$ cat src/verilog/emmcr_pkg.sv
package emmcr_pkg;

    // ----------------------------------------------------------------
    // Register addresses
    // ----------------------------------------------------------------
    localparam logic [7:0] ADDR_MODE = 8'h3a;
    localparam logic [7:0] ADDR_HOLD = 8'h3b;
    localparam logic [7:0] ADDR_BER_A = 8'h1e;
    localparam logic [7:0] ADDR_BER_B = 8'h1f;

    // ----------------------------------------------------------------
    // Field layouts and codes
    // ----------------------------------------------------------------
    localparam logic [2:0] MODE_DDR = 3'h2;
    localparam logic [2:0] MODE_PRBS = 3'h5;
    localparam int MODE_MSB = 2;
    localparam int HOLD_BIT = 1;
    localparam int WIN_MSB = 7;
    localparam int WIN_LSB = 5;
    localparam int START_BIT = 3;
    localparam int SEL_MSB = 2;
    localparam int BEN_BIT = 5;
    localparam int STBY_BIT = 4;
    localparam int OM_OFFSET_BIT = 0;
    localparam int OM_HALF_BIT = 1;
    localparam int OM_RSVD_BIT = 2;
    localparam int CNT_W = 40;
    localparam int NUM_BYTES = 6;
    localparam logic [7:0] REG_RESET = 8'h00;
    localparam logic [5:0] WIN_BASE_EXP = 6'h12;
    localparam logic [5:0] WIN_STEP_EXP = 6'h03;

    // ----------------------------------------------------------------
    // Timing
    // ----------------------------------------------------------------
    localparam int CLK_PERIOD_NS = 100;
    localparam int LOS_ASSERT_NS = 450;
    localparam int LOS_DEASSERT_NS = 500;
    localparam logic [3:0] LOS_ASSERT_CYC =
        4'((LOS_ASSERT_NS + CLK_PERIOD_NS - 1) / CLK_PERIOD_NS);
    localparam logic [3:0] LOS_DEASSERT_CYC =
        4'((LOS_DEASSERT_NS + CLK_PERIOD_NS - 1) / CLK_PERIOD_NS);

    // ----------------------------------------------------------------
    // Meter states
    // ----------------------------------------------------------------
    typedef enum logic [1:0] {
        EMMCR_IDLE = 2'h0,
        EMMCR_RUN = 2'h1,
        EMMCR_DONE = 2'h3
    } emmcr_meter_e;

endpackage : emmcr_pkg

$ cat src/verilog/emmcr_los_if.sv
`timescale 1ns/1ps
interface emmcr_los_if;
    logic sig_present;
    logic loss_flag;
    modport timer (input sig_present, output loss_flag);
    modport ctrl (output sig_present, input loss_flag);
endinterface : emmcr_los_if

$ cat src/verilog/emmcr_los_timer.sv
`timescale 1ns/1ps
module emmcr_los_timer
    import emmcr_pkg::*;
(
    input wire logic sys_clk_i,
    input wire logic rstn_i,
    emmcr_los_if.timer bus
);

    typedef struct packed {
        logic loss;
        logic [3:0] cnt;
    } emmcr_los_s;

    emmcr_los_s q;
    emmcr_los_s d;

    // ----------------------------------------------------------------
    // Flag filter
    // ----------------------------------------------------------------
    // Count while input and flag disagree; a short glitch restarts the count
    always_comb begin
        d = q;
        if (bus.sig_present == q.loss) begin
            d.cnt = q.cnt + 4'h1;
            if (q.cnt == (q.loss ? LOS_DEASSERT_CYC : LOS_ASSERT_CYC) - 4'h1) begin
                d.loss = !q.loss;
                d.cnt = 4'h0;
            end
        end else begin
            d.cnt = 4'h0;
        end
    end

    // State register
    always_ff @(posedge sys_clk_i or negedge rstn_i) begin
        if (!rstn_i) begin
            q <= '0;
        end else begin
            q <= d;
        end
    end

    assign bus.loss_flag = q.loss;

    // ----------------------------------------------------------------
    // Checks
    // ----------------------------------------------------------------
    a_loss_assert_time: assert property (@(posedge sys_clk_i) disable iff (!rstn_i)
        (!bus.loss_flag && !bus.sig_present) [*5] |=> bus.loss_flag)
        else $error("Loss flag not raised after input removal time");

    a_loss_clear_time: assert property (@(posedge sys_clk_i) disable iff (!rstn_i)
        (bus.loss_flag && bus.sig_present) [*5] |=> !bus.loss_flag)
        else $error("Loss flag not cleared after input return time");

endmodule : emmcr_los_timer

$ cat src/verilog/emmcr_top.sv
// Function
// - Mode code 010 enables double data rate, 101 the pattern engine.
// - Holdover bit one set to one selects clock holdover; others written zero.
// - Window code bits 7:5 selects 2^18 up to 2^39 counted bits.
// - Writing one then zero to start bit launches a new measurement.
// - Bits 2:0 pick which byte of the 40-bit error count reads back.
// - Monitor enable bit five low disables the error meter.
// - Standby bit four high pauses measurement; low keeps it running.
// - Output mode routes normal or offset slicer, full or half clock.
// - Loss flag rises five clocks (500 ns) after input loss, clears 500 ns.
`timescale 1ns/1ps
module emmcr_top
    import emmcr_pkg::*;
(
    input wire logic sys_clk_i,
    input wire logic rstn_i,
    input wire logic wr_i,
    input wire logic [7:0] wr_addr_i,
    input wire logic [7:0] wr_data_i,
    input wire logic bit_tick_i,
    input wire logic bit_err_i,
    input wire logic sig_present_i,
    output logic ddr_mode_o,
    output logic prbs_en_o,
    output logic holdover_o,
    output logic offset_slicer_path_o,
    output logic half_clock_o,
    output logic meas_done_o,
    output logic [7:0] result_byte_o,
    output logic signal_loss_flag_o
);

    // ----------------------------------------------------------------
    // Decoders
    // ----------------------------------------------------------------
    // Last bit index of the window for a given code
    function automatic logic [CNT_W-1:0] win_last(input logic [2:0] code);
        logic [5:0] sh;
        sh = WIN_BASE_EXP + 6'(WIN_STEP_EXP * code);
        return ({{(CNT_W-1){1'b0}}, 1'b1} << sh) - {{(CNT_W-1){1'b0}}, 1'b1};
    endfunction : win_last

    // One byte of the count; byte five lies above the count and reads zero
    function automatic logic [7:0] byte_of(input logic [CNT_W-1:0] c,
                                           input logic [2:0] s);
        logic [8*NUM_BYTES-1:0] pad;
        pad = {8'h00, c};
        if (int'(s) < NUM_BYTES) begin
            return pad[8*int'(s) +: 8];
        end
        return 8'h00;
    endfunction : byte_of

    // ----------------------------------------------------------------
    // State
    // ----------------------------------------------------------------
    typedef struct packed {
        logic ddr;
        logic prbs;
        logic hold;
        logic [7:0] ctl_a;
        logic ben;
        logic stby;
        logic offs;
        logic half;
        emmcr_meter_e st;
        logic [CNT_W-1:0] bits;
        logic [CNT_W-1:0] errs;
        logic [7:0] res;
    } emmcr_top_s;

    emmcr_top_s q;
    emmcr_top_s d;
    logic start_pls;
    logic meter_tick;
    logic [2:0] byte_sel;

    // ----------------------------------------------------------------
    // Register writes and meter sequencing
    // ----------------------------------------------------------------
    // Writes to unmapped addresses are dropped without effect
    always_comb begin
        d = q;
        start_pls = 1'b0;
        if (wr_i) begin
            case (wr_addr_i)
                ADDR_MODE: begin
                    // Reserved codes leave both modes off
                    d.ddr = (wr_data_i[MODE_MSB:0] == MODE_DDR);
                    d.prbs = (wr_data_i[MODE_MSB:0] == MODE_PRBS);
                end
                ADDR_HOLD: begin
                    d.hold = wr_data_i[HOLD_BIT];
                end
                ADDR_BER_A: begin
                    // Start fires on the falling write so a held one does not restart
                    start_pls = q.ctl_a[START_BIT] && !wr_data_i[START_BIT];
                    d.ctl_a = wr_data_i;
                end
                ADDR_BER_B: begin
                    d.ben = wr_data_i[BEN_BIT];
                    d.stby = wr_data_i[STBY_BIT];
                    // Reserved output codes fall back to the normal slicer
                    d.offs = !wr_data_i[OM_RSVD_BIT] && wr_data_i[OM_OFFSET_BIT];
                    d.half = !wr_data_i[OM_RSVD_BIT] && wr_data_i[OM_HALF_BIT];
                end
                default: begin
                end
            endcase
        end
        meter_tick = (q.st == EMMCR_RUN) && !q.stby && bit_tick_i;
        case (q.st)
            EMMCR_IDLE: begin
            end
            EMMCR_RUN: begin
                if (meter_tick) begin
                    d.bits = q.bits + {{(CNT_W-1){1'b0}}, 1'b1};
                    d.errs = q.errs + {{(CNT_W-1){1'b0}}, bit_err_i};
                    if (q.bits == win_last(q.ctl_a[WIN_MSB:WIN_LSB])) begin
                        d.st = EMMCR_DONE;
                    end
                end
            end
            EMMCR_DONE: begin
                // Count frozen for readback
            end
            default: begin
                d.st = EMMCR_IDLE;
            end
        endcase
        if (start_pls && q.ben) begin
            d.st = EMMCR_RUN;
            d.bits = '0;
            d.errs = '0;
        end
        // Disabling stops the meter but keeps the last count readable
        if (!q.ben) begin
            d.st = EMMCR_IDLE;
        end
        d.res = byte_of(q.errs, q.ctl_a[SEL_MSB:0]);
    end

    // State register
    always_ff @(posedge sys_clk_i or negedge rstn_i) begin
        if (!rstn_i) begin
            q <= '{ddr: 1'b0, prbs: 1'b0, hold: 1'b0, ctl_a: REG_RESET,
                   ben: 1'b0, stby: 1'b0, offs: 1'b0, half: 1'b0,
                   st: EMMCR_IDLE, bits: '0, errs: '0, res: REG_RESET};
        end else begin
            q <= d;
        end
    end

    // ----------------------------------------------------------------
    // Loss of signal timer
    // ----------------------------------------------------------------
    emmcr_los_if los_bus ();

    assign los_bus.sig_present = sig_present_i;

    emmcr_los_timer u_los (
        .sys_clk_i(sys_clk_i),
        .rstn_i(rstn_i),
        .bus(los_bus.timer)
    );

    // Outputs
    assign signal_loss_flag_o = los_bus.loss_flag;
    assign ddr_mode_o = q.ddr;
    assign prbs_en_o = q.prbs;
    assign holdover_o = q.hold;
    assign offset_slicer_path_o = q.offs;
    assign half_clock_o = q.half;
    assign meas_done_o = (q.st == EMMCR_DONE);
    assign result_byte_o = q.res;
    assign byte_sel = q.ctl_a[SEL_MSB:0];

    // ----------------------------------------------------------------
    // Checks
    // ----------------------------------------------------------------
    a_mode_ddr_decode: assert property (@(posedge sys_clk_i) disable iff (!rstn_i)
        wr_i && wr_addr_i == ADDR_MODE && wr_data_i[MODE_MSB:0] == MODE_DDR
        |=> ddr_mode_o && !prbs_en_o)
        else $error("Double data rate code did not select DDR alone");

    a_mode_prbs_decode: assert property (@(posedge sys_clk_i) disable iff (!rstn_i)
        wr_i && wr_addr_i == ADDR_MODE && wr_data_i[MODE_MSB:0] == MODE_PRBS
        |=> prbs_en_o && !ddr_mode_o)
        else $error("Pattern code did not select the pattern engine alone");

    a_holdover_write: assert property (@(posedge sys_clk_i) disable iff (!rstn_i)
        wr_i && wr_addr_i == ADDR_HOLD |=> holdover_o == $past(wr_data_i[HOLD_BIT]))
        else $error("Holdover output does not follow written bit");

    a_window_end: assert property (@(posedge sys_clk_i) disable iff (!rstn_i)
        meter_tick && q.ben && !start_pls && q.bits == win_last(q.ctl_a[WIN_MSB:WIN_LSB])
        |=> meas_done_o)
        else $error("Measurement did not end at window length");

    a_start_run: assert property (@(posedge sys_clk_i) disable iff (!rstn_i)
        start_pls && q.ben |=> q.st == EMMCR_RUN && q.errs == '0 && q.bits == '0)
        else $error("Start pulse did not launch a cleared measurement");

    // Checked by shifting the count, not through the readback decoder itself
    a_byte_select: assert property (@(posedge sys_clk_i) disable iff (!rstn_i)
        int'(byte_sel) < CNT_W / 8
        |=> result_byte_o == 8'($past(q.errs) >> {$past(byte_sel), 3'h0}))
        else $error("Readback byte does not match selected count byte");

    a_byte_above: assert property (@(posedge sys_clk_i) disable iff (!rstn_i)
        int'(byte_sel) >= CNT_W / 8 |=> result_byte_o == 8'h00)
        else $error("Byte above the count did not read zero");

    a_disable_idle: assert property (@(posedge sys_clk_i) disable iff (!rstn_i)
        !q.ben |=> q.st == EMMCR_IDLE)
        else $error("Meter running while disabled");

    a_standby_hold: assert property (@(posedge sys_clk_i) disable iff (!rstn_i)
        q.st == EMMCR_RUN && q.stby && !start_pls |=> $stable(q.bits) && $stable(q.errs))
        else $error("Counts moved during standby");

    a_route_mode: assert property (@(posedge sys_clk_i) disable iff (!rstn_i)
        wr_i && wr_addr_i == ADDR_BER_B && wr_data_i[OM_RSVD_BIT:0] == 3'h3
        |=> offset_slicer_path_o && half_clock_o)
        else $error("Offset half-rate route not selected");

    a_hold_count: assert property (@(posedge sys_clk_i) disable iff (!rstn_i)
        meas_done_o && !start_pls |=> $stable(q.errs))
        else $error("Final count changed before next start");

endmodule : emmcr_top

$ cat config.mk
export PLATFORM = sky130hd
export DESIGN_NAME = emmcr_top
export DESIGN_NICKNAME = d
export VERILOG_FILES = /design/src/verilog/emmcr_pkg.sv /design/src/verilog/emmcr_los_if.sv /design/src/verilog/emmcr_los_timer.sv /design/src/verilog/emmcr_top.sv
export SDC_FILE = /design/constraint.sdc
export NUM_CORES = 1
export LEC_CHECK = 0
export ABC_AREA = 0
export BUFFER_PORTS_ARGS = -buffer_cell sky130_fd_sc_hd__clkbuf_2
export CAP_MARGIN = 10
export CORE_MARGIN = 3
export CORE_UTILIZATION = 62
export CTS_CLUSTER_SIZE = 8
export DETAILED_ROUTE_END_ITERATION = 8
export PLACE_DENSITY = 0.91
export SETUP_SLACK_MARGIN = 0.1
export SLEW_MARGIN = 5
export SYNTH_ARGS = -nofsm -noshare
export SYNTH_HDL_FRONTEND = slang
export SYNTH_SLANG_ARGS = --single-unit
$ cat constraint.sdc
create_clock -name sys_clk_i -period 4.6 [get_ports sys_clk_i]
set_clock_uncertainty 0.2 [all_clocks]
set_input_delay 0.46 -clock sys_clk_i [delete_from_list [all_inputs] [get_ports sys_clk_i]]
set_output_delay 0.46 -clock sys_clk_i [all_outputs]
set_load 0.02 [all_outputs]
* Word-level counts from Yosys, hierarchy flattened *
Cells that the tools add are included.

word-level totals
  flip-flop bits (word level) = 110
  output and inout bits = 15
  logic and storage cells = 71

operators by class
  add/sub/neg operators = 5
  $mul = 1
  order comparisons = 1
  equal/unequal tests = 14
  shift operators = 2
  mux-type cells = 13
  reductions and logical operators = 21

operators with widths
  cell                                                                  number
  82-bit 2-to-1 mux                                                     2
  80-bit 2-to-1 mux                                                     1
  48-bit by 7-bit variable part select with 8-bit output                1
  40-bit by 1-bit adder with 40-bit output                              1
  40-bit by 1-bit adder with 40-bit output, second input constant       1
  40-bit == test                                                        1
  1-bit by 6-bit << shifter with 40-bit output, first input constant    1
  40-bit by 1-bit subtractor with 40-bit output, second input constant  1
  8-bit by 5-bit == test with 1-bit output, second input constant       2
  8-bit by 6-bit == test with 1-bit output, second input constant       2
  8-bit 2-to-1 mux                                                      2
  2-bit AND reduction                                                   6
  4-bit 2-to-1 mux                                                      2
  5-bit by 5-bit adder with 6-bit output, first input constant          1
  1-bit logical AND                                                     6
  2-bit by 3-bit multiplier with 5-bit output, first input constant     1
  4-bit by 1-bit adder with 4-bit output, second input constant         1
  4-bit by 3-bit == test with 1-bit output, second input constant       1
  1-bit logical NOT                                                     4
  2-bit 2-to-1 mux                                                      2
  4-bit by 2-bit != test with 1-bit output, second input constant       1
  4-bit by 3-bit != test with 1-bit output, second input constant       1
  2-bit case mux with 2 select lines                                    1
  2-bit nonzero test                                                    2
  other kinds (11)                                                      13

* Longest topological paths before layout *
Gate-level depths: netlist (run 1).

  depth after elaboration = 10
  depth in mapped cells = 15
  depth with buffers taken out = 12

* Modules after synthesis *
A second synthesis (run 1) with hierarchy kept.

second synthesis, totals
  cells, all modules = 689
  area total of the unflattened synthesis = 6327.3 µm²

by module, submodules not included
  module           instances  cells each  area each (µm²)  seq. area each (µm²)
  emmcr_top        1          664         6074.6           2602.5
  emmcr_los_timer  1          25          252.7            125.1

* Least setup slack after synthesis (run 1) *
OpenSTA, ideal clock, no wires.

  kind = register to register
  start = reg q[100] in the netlist's numbering
  end = reg q[89] in the netlist's numbering
  setup time = 81 ps
  arrival time = 3054 ps
  slack = 1265 ps
  stages on the path, launching flop included = 15
  buffers on the path = 2
  period minus slack after synthesis = 3335 ps
  cells stage by stage = dfrtp_1 clkbuf_1 inv_1 ha_1 inv_1 ha_1 ha_1 or3_1 buf_2 a2111oi_4 a41oi_1 a22o_1 nor4_2 a31oi_1 nor3_2

between the ends
  longest elaborated chain between the ends = 7

RTL lines
  item                                                line              text
  start: declaration                                  emmcr_top.sv:72   emmcr_top_s q;
  start signal: assignment                            emmcr_top.sv:146  q <= '{ddr: 1'b0, prbs: 1'b0, hold: 1'b0, ctl_a: REG_RESET,
  2-bit by 3-bit multiplier with 5-bit output         emmcr_top.sv:39   sh = WIN_BASE_EXP + 6'(WIN_STEP_EXP * code);
  5-bit by 5-bit adder with 6-bit output              emmcr_top.sv:39
  1-bit by 6-bit << shifter with 40-bit output        emmcr_top.sv:40   return ({{(CNT_W-1){1'b0}}, 1'b1} << sh) - {{(CNT_W-1){1'b0}}, 1'b1};
  40-bit by 1-bit subtractor with 40-bit output       emmcr_top.sv:40
  40-bit == test                                      emmcr_top.sv:119  if (q.bits == win_last(q.ctl_a[WIN_MSB:WIN_LSB])) begin
  4-bit by 2-bit != test with 1-bit output (no line)  -
  3-bit AND reduction (no line)                       -

No other way between the ends.
A chain may end at the register's enable or synchronous reset.

* Worst setup path after layout (run 1) *
Same ends and word-level chain as after synthesis.

==> results.json, run 1 <==
{
  "outcome": "completed",
  "clk_path_buf_depth": 2,
  "place_congestion": 0.925,
  "path_clk_slew_ps": 90,
  "p_total_uw": 1720,
  "vias": 5088,
  "critical_path.max_stage_delay_ps": 630,
  "slew_headroom": 0.323,
  "start_util": 0.641,
  "syn_area_um2": 6320,
  "slew_viol_final": 0,
  "yosys.area.top_type": "dfrtp_1",
  "yosysUniqueCellTypes": 72,
  "totalWireLength_um": 14200,
  "cp.depth": 12,
  "antenna_found_initial": 0,
  "grt.total_usage": 0.266,
  "grt_max_degree": 79,
  "r2r_cells": 12,
  "synth-seq-cells": 109,
  "drt_iter0_markers": 400,
  "synth_top_area_frac": 0.431,
  "period_needed_ps": 3890,
  "setup_tns_ps": 0,
  "postCtsSetupBuffers": 0,
  "postCtsHoldBufs": 0,
  "grt-ovfl-total": 0,
  "grt_pass1_vias": 5109,
  "power.density_nw_per_um2": 256,
  "cts_tree": "done",
  "yosys-top-cells-count": "109 x dfrtp_1, 79 x nor2_1, 60 x nand2_1, 43 x xor2_1, 39 x o21ai_0",
  "nNetsFinal": 718,
  "max_cap_viol_count": 0,
  "arrival_ps": 3990,
  "grt_pass1_wl_um": 24200,
  "cp_slowest_cell": "dfrtp_1",
  "fmax_mhz": 257,
  "hpwl_um": 10300,
  "viasPerCell": 6.18,
  "ctsHtreeMaxLevel": 3,
  "synthFlopType": "dfrtp_1",
  "synth_seq_area_share": 0.431,
  "clockRootBuffer": "clkbuf_8",
  "path_class": "reg2reg",
  "synthCells": 673,
  "routedWlPerCell_um": 17.3,
  "synth_fp_nets": 706,
  "path_cells": "inv_1 -> ha_1 -> inv_1 -> ha_1 -> ha_1 -> or3_1 -> a2111oi_4 -> a41oi_1 -> a22o_1 -> nor4_2 -> a31oi_1 -> nor3_2",
  "path_buf_inv": 2,
  "tightest_slew_ps": 1010,
  "cp_top_family": "simple AND/OR/NAND/NOR gates",
  "die-area_um2": 11400,
  "port_buffers": 36,
  "synth-edff-count": 0,
  "min_period_over_period": 0.846,
  "syn_area_per_cell_um2": 9.40,
  "die_h_um": 107,
  "ant_nets": 0,
  "p_leak_uw": 0.00307,
  "clk-insertion-delay-late_ps": 380,
  "start_kind": "flop",
  "fp.dieW_um": 107,
  "critPathMostFrequentCell": "ha_1",
  "drc": 0,
  "netlist_top_cells_area": "dfrtp_1 43%, xor2_1 6.0%, nor2_1 4.7%",
  "drive_above_1_share": 0.141,
  "ctsResizeCount": 0,
  "path_max_fanout": 21,
  "yosysWarnings": 0,
  "cp.required_ps": 4700,
  "endpoint_kind": "flop",
  "rsz0062_at_grt": "false",
  "setup_viol": 0,
  "syn_to_final_growth_pct": 6.25,
  "top_level_ports": 37,
  "drt-pass1-iter-count": 5,
  "rows": 36,
  "cts_num_sinks": 109,
  "cts_buffers": 9,
  "yosys.cell_count.top_type": "dfrtp_1",
  "vdd_drop_max_uv": 279,
  "synthArstFlopShare": 1.00,
  "min-delay-path-class": "in2async",
  "fp.coreArea_um2": 9860,
  "hold_viol_final": 0,
  "diodes": 0
}
power by group:
group	internal [uW]	switching (uW)
registers	977	23.8
clock network	241	306
logic	64.5	109
total	1280	439
metrics by stage:
step	instances	instance area [um2]	utilization	worst slack [ps]	hold WS, ps
6_report	823	6720	0.681	708	34.4
5_1_grt	823	6720	0.681	421	95.1
4_1_cts	823	6720	0.681	713	81.3
3_5_place_dp	807	6530	0.662	749	274
3_3_place_gp	807	6530	0.662	842	275
2_1_floorplan	673	6320	-	1270	-35.6
routing by layer:
layer	vias up	track usage	wire length, um
li1	2375	-	-
met1	2481	0.357	6150
met2	199	0.429	6810
met3	33	0.0518	870
met4	0	0.100	371
met5	-	0.0143	0
path summary, 6_finish.rpt:
kind / start / end / slack, ps
hold / removal: rstn_i / q[69] / 30
setup / recovery: q[100] / q[89] / 710
min in group sys_clk_i: wr_data_i[4] / q[92] / 110
hold reg to reg: q[46] / result_byte_o[6] / 300
max in group asynchronous: rstn_i / q[87] / 3170
setup reg to reg: q[100] / q[89] / 710
worst reg2reg max path: stages (launching register included):
cell	delay, ps
dfrtp_1	630
inv_1	90
ha_1	290
inv_1	40
ha_1	180
ha_1	520
or3_1	540
a2111oi_4	340
a41oi_1	70
a22o_1	280
nor4_2	380
a31oi_1	160
nor3_2	110
layout by cell type (no fill, tap or decap), types with 22 or more instances in the layout:
cell type and instances:
dfrtp_1 109, nor2_1 79, nand2_1 60, xor2_1 43
o21ai_0 39, clkbuf_2 35, nand3_1 33, inv_1 31
a21oi_1 26, xnor2_1 22
kinds of logic (layout without fill, tap and decap cells):
family | Yosys count | after routing | share of synthesized area
and+or+nand+nor | 295 | 295 | 0.254
DFF | 109 | 109 | 0.431
AOI/OAI and AO/OA | 101 | 101 | 0.0995
buffers and inverters | 69 | 86 | 0.0477
xor gates and xnor gates | 65 | 65 | 0.0900
muxes | 23 | 23 | 0.0554
adders and majority gates | 11 | 11 | 0.0218
cell type report:
cell class,count,area (um2)
clock buffers,13,169
clock inverters,3,18.8
fillers,764,3150
inverters,31,116
multi-input cells,495,3300
flip-flops and latches,109,2730
well taps,133,166
repair buffers,39,218
flip-flops by register name, summed over array words and instances (netlist names):
register,flops
u_los.q,4
u_los.bus.loss_flag,1
half_clock_o,1
holdover_o,1
offset_slicer_path_o,1
result_byte_o,8
byte_sel,3
q,88
prbs_en_o,1
ddr_mode_o,1
Power figures use the tool's default switching activity.
==> inputs of run 2 (changes only) <==
==> constraint.sdc (replaced) <==
create_clock -name sys_clk_i -period 4 [get_ports sys_clk_i]
set_clock_uncertainty 0.2 [all_clocks]
set_input_delay 0.4 -clock sys_clk_i [delete_from_list [all_inputs] [get_ports sys_clk_i]]
set_output_delay 0.4 -clock sys_clk_i [all_outputs]
set_load 0.02 [all_outputs]
==> results.json, run 2 (same netlist as run 1, synthesis figures left out) <==
{
  "outcome": "completed",
  "port_buffers": 36,
  "rows": 36,
  "power.density_nw_per_um2": 293,
  "layout_commonest_cell": "dfrtp_1",
  "place_congestion": 0.986,
  "hold_start": "sig_present_i",
  "stdcell_area_um2": 6720,
  "fmax_mhz": 273,
  "drive_above_1_share": 0.143,
  "tightest_slew_ps": 914,
  "ctsHtreeMaxLevel": 3,
  "antenna_found_initial": 0,
  "syn_to_final_growth_pct": 6.33,
  "routedWlPerCell_um": 17.8,
  "p_total_uw": 1970,
  "grt_max_degree": 81,
  "cp.required_ps": 4090,
  "vdd_drop_max_uv": 236,
  "path_clk_slew_ps": 100,
  "r2r-start": "q[100]",
  "clk_path_buf_depth": 2,
  "ant_nets": 0,
  "met3_length_um": 1100,
  "drt_iter0_markers": 431,
  "fp.dieW_um": 107,
  "r2r-end": "q[88]",
  "min-delay-path-class": "in2reg",
  "setup_tns_ps": 0,
  "worstHoldEndpoint": "u_los.bus.loss_flag",
  "fp.coreArea_um2": 9860,
  "die_h_um": 107,
  "cts_num_sinks": 109,
  "cts_tree": "done",
  "totalWireLength_um": 14700,
  "clk-insertion-delay-late_ps": 370,
  "die-area_um2": 11400,
  "hold_viol_final": 0,
  "endpoint_kind": "flop",
  "setup_viol": 0,
  "largest_register": "q",
  "pwr-share-comb": 0.104,
  "path_class": "reg2reg",
  "switching_share": 0.273,
  "drc": 0,
  "start_util": 0.641,
  "grt_pass1_wl_um": 25300,
  "path_max_fanout": 16,
  "dr_wl_met2_um": 7180,
  "wl_met1_um": 5970,
  "path_cells": "inv_1 -> ha_1 -> inv_1 -> ha_1 -> ha_1 -> or3_1 -> a2111oi_4 -> a41oi_1 -> a22o_1 -> nor4_2 -> a31oi_1 -> o21ai_1",
  "slew_headroom": 0.389,
  "min_period_over_period": 0.914,
  "slew_viol_final": 0,
  "diodes": 0,
  "nNetsFinal": 722,
  "final_cell_mix": "109 x dfrtp_1, 79 x nor2_1, 60 x nand2_1",
  "hpwl_um": 10600,
  "r2r_cells": 12,
  "p_leak_uw": 0.00307,
  "largest_reg_flops": 88,
  "hold_depth": 2,
  "start_kind": "flop",
  "internal-power_uw": 1430,
  "critPathMostFrequentCell": "ha_1",
  "critical_path.max_stage_delay_ps": 640,
  "rsz0062_at_grt": "false",
  "grt.total_usage": 0.275,
  "viasPerCell": 6.32,
  "drt-pass1-iter-count": 5,
  "grt_pass1_vias": 5237,
  "fin_util": 0.682,
  "p_switching_uw": 539,
  "arrival_ps": 3750,
  "clockRootBuffer": "clkbuf_8",
  "postCtsSetupBuffers": 0,
  "top_level_ports": 37,
  "cp_slowest_cell": "dfrtp_1",
  "period_needed_ps": 3660,
  "placed_area_um2": 6540,
  "p_seq_frac": 0.583,
  "max_cap_viol_count": 0,
  "grt-ovfl-total": 0,
  "pwr-share-clk": 0.314,
  "rrSetupSlack_ps": 340,
  "vias": 5219,
  "top_layer": "met4",
  "cts_buffers": 9
}
-- run 2: cell types whose count changed in the layout (fill, tap and decap cells not counted), sizes merged --
cell | previous run | this run
buf | 4 | 7
clkbuf | 48 | 45
inv | 31 | 33
clkinv | 3 | 2
clkinvlp | 0 | 1
dlygate4sd3 | 0 | 1
-- run 2: routing by layer --
metal	track usage	vias to the layer above
li1	-	2382
met5	0	-
met4	0.0977	0
met1	0.358	2540
met2	0.456	239
met3	0.0602	58
-- run 2: how the worst max path moves through the flow --
stage / start / end / slack (ps) / cells past startpoint
2_1_floorplan: q[100] / q[89] / 660 / 14
3_3_place_gp: q[100] / q[89] / 560 / 12
3_5_place_dp: q[100] / q[88] / 400 / 12
4_1_cts: q[100] / q[88] / 370 / 12
5_1_grt: q[100] / q[88] / 140 / 12
6_report: q[100] / q[88] / 340 / 12
-- run 2: cell type report --
class	instances	area [um2]
multi-input combinational	495	3300
fill	748	3140
sequential	109	2730
timing repair buffer	43	238
tap	133	166
clock buffer	10	128
inverter	31	116
clock inverter	5	45.0
-- run 2: power groups by stage --
stage | sequential, uW | clock [uW] | combinational [uW]
CTS | 1150 | 630 | 205
finish | 1150 | 619 | 205
floorplan | 1170 | 0 | 122
detailed placement | 1170 | 0 | 203
global placement | 1170 | 0 | 192
global route | 1160 | 673 | 229
-- run 2: repair_timing --
action	CTS	global route
gates resized for setup	0	0
hold endpoints to repair	61	0
hold buffers	1	0
-- run 2: through the flow --
stage / worst slack, ps / hold slack, ps / cells
6_report: 342 / 55.9 / 826
5_1_grt: 145 / 57.2 / 826
4_1_cts: 369 / 44.1 / 826
3_5_place_dp: 403 / 300 / 810
3_3_place_gp: 564 / 274 / 810
2_1_floorplan: 665 / -95.6 / 673
-- run 2: worst max-delay path, delay by kind of cell, from the launching register on --
family	cells	cell delay [ps]
compound gates	5	960
simple gates	2	840
fa+ha+maj	3	810
buf+inv	2	130
flops	1	640
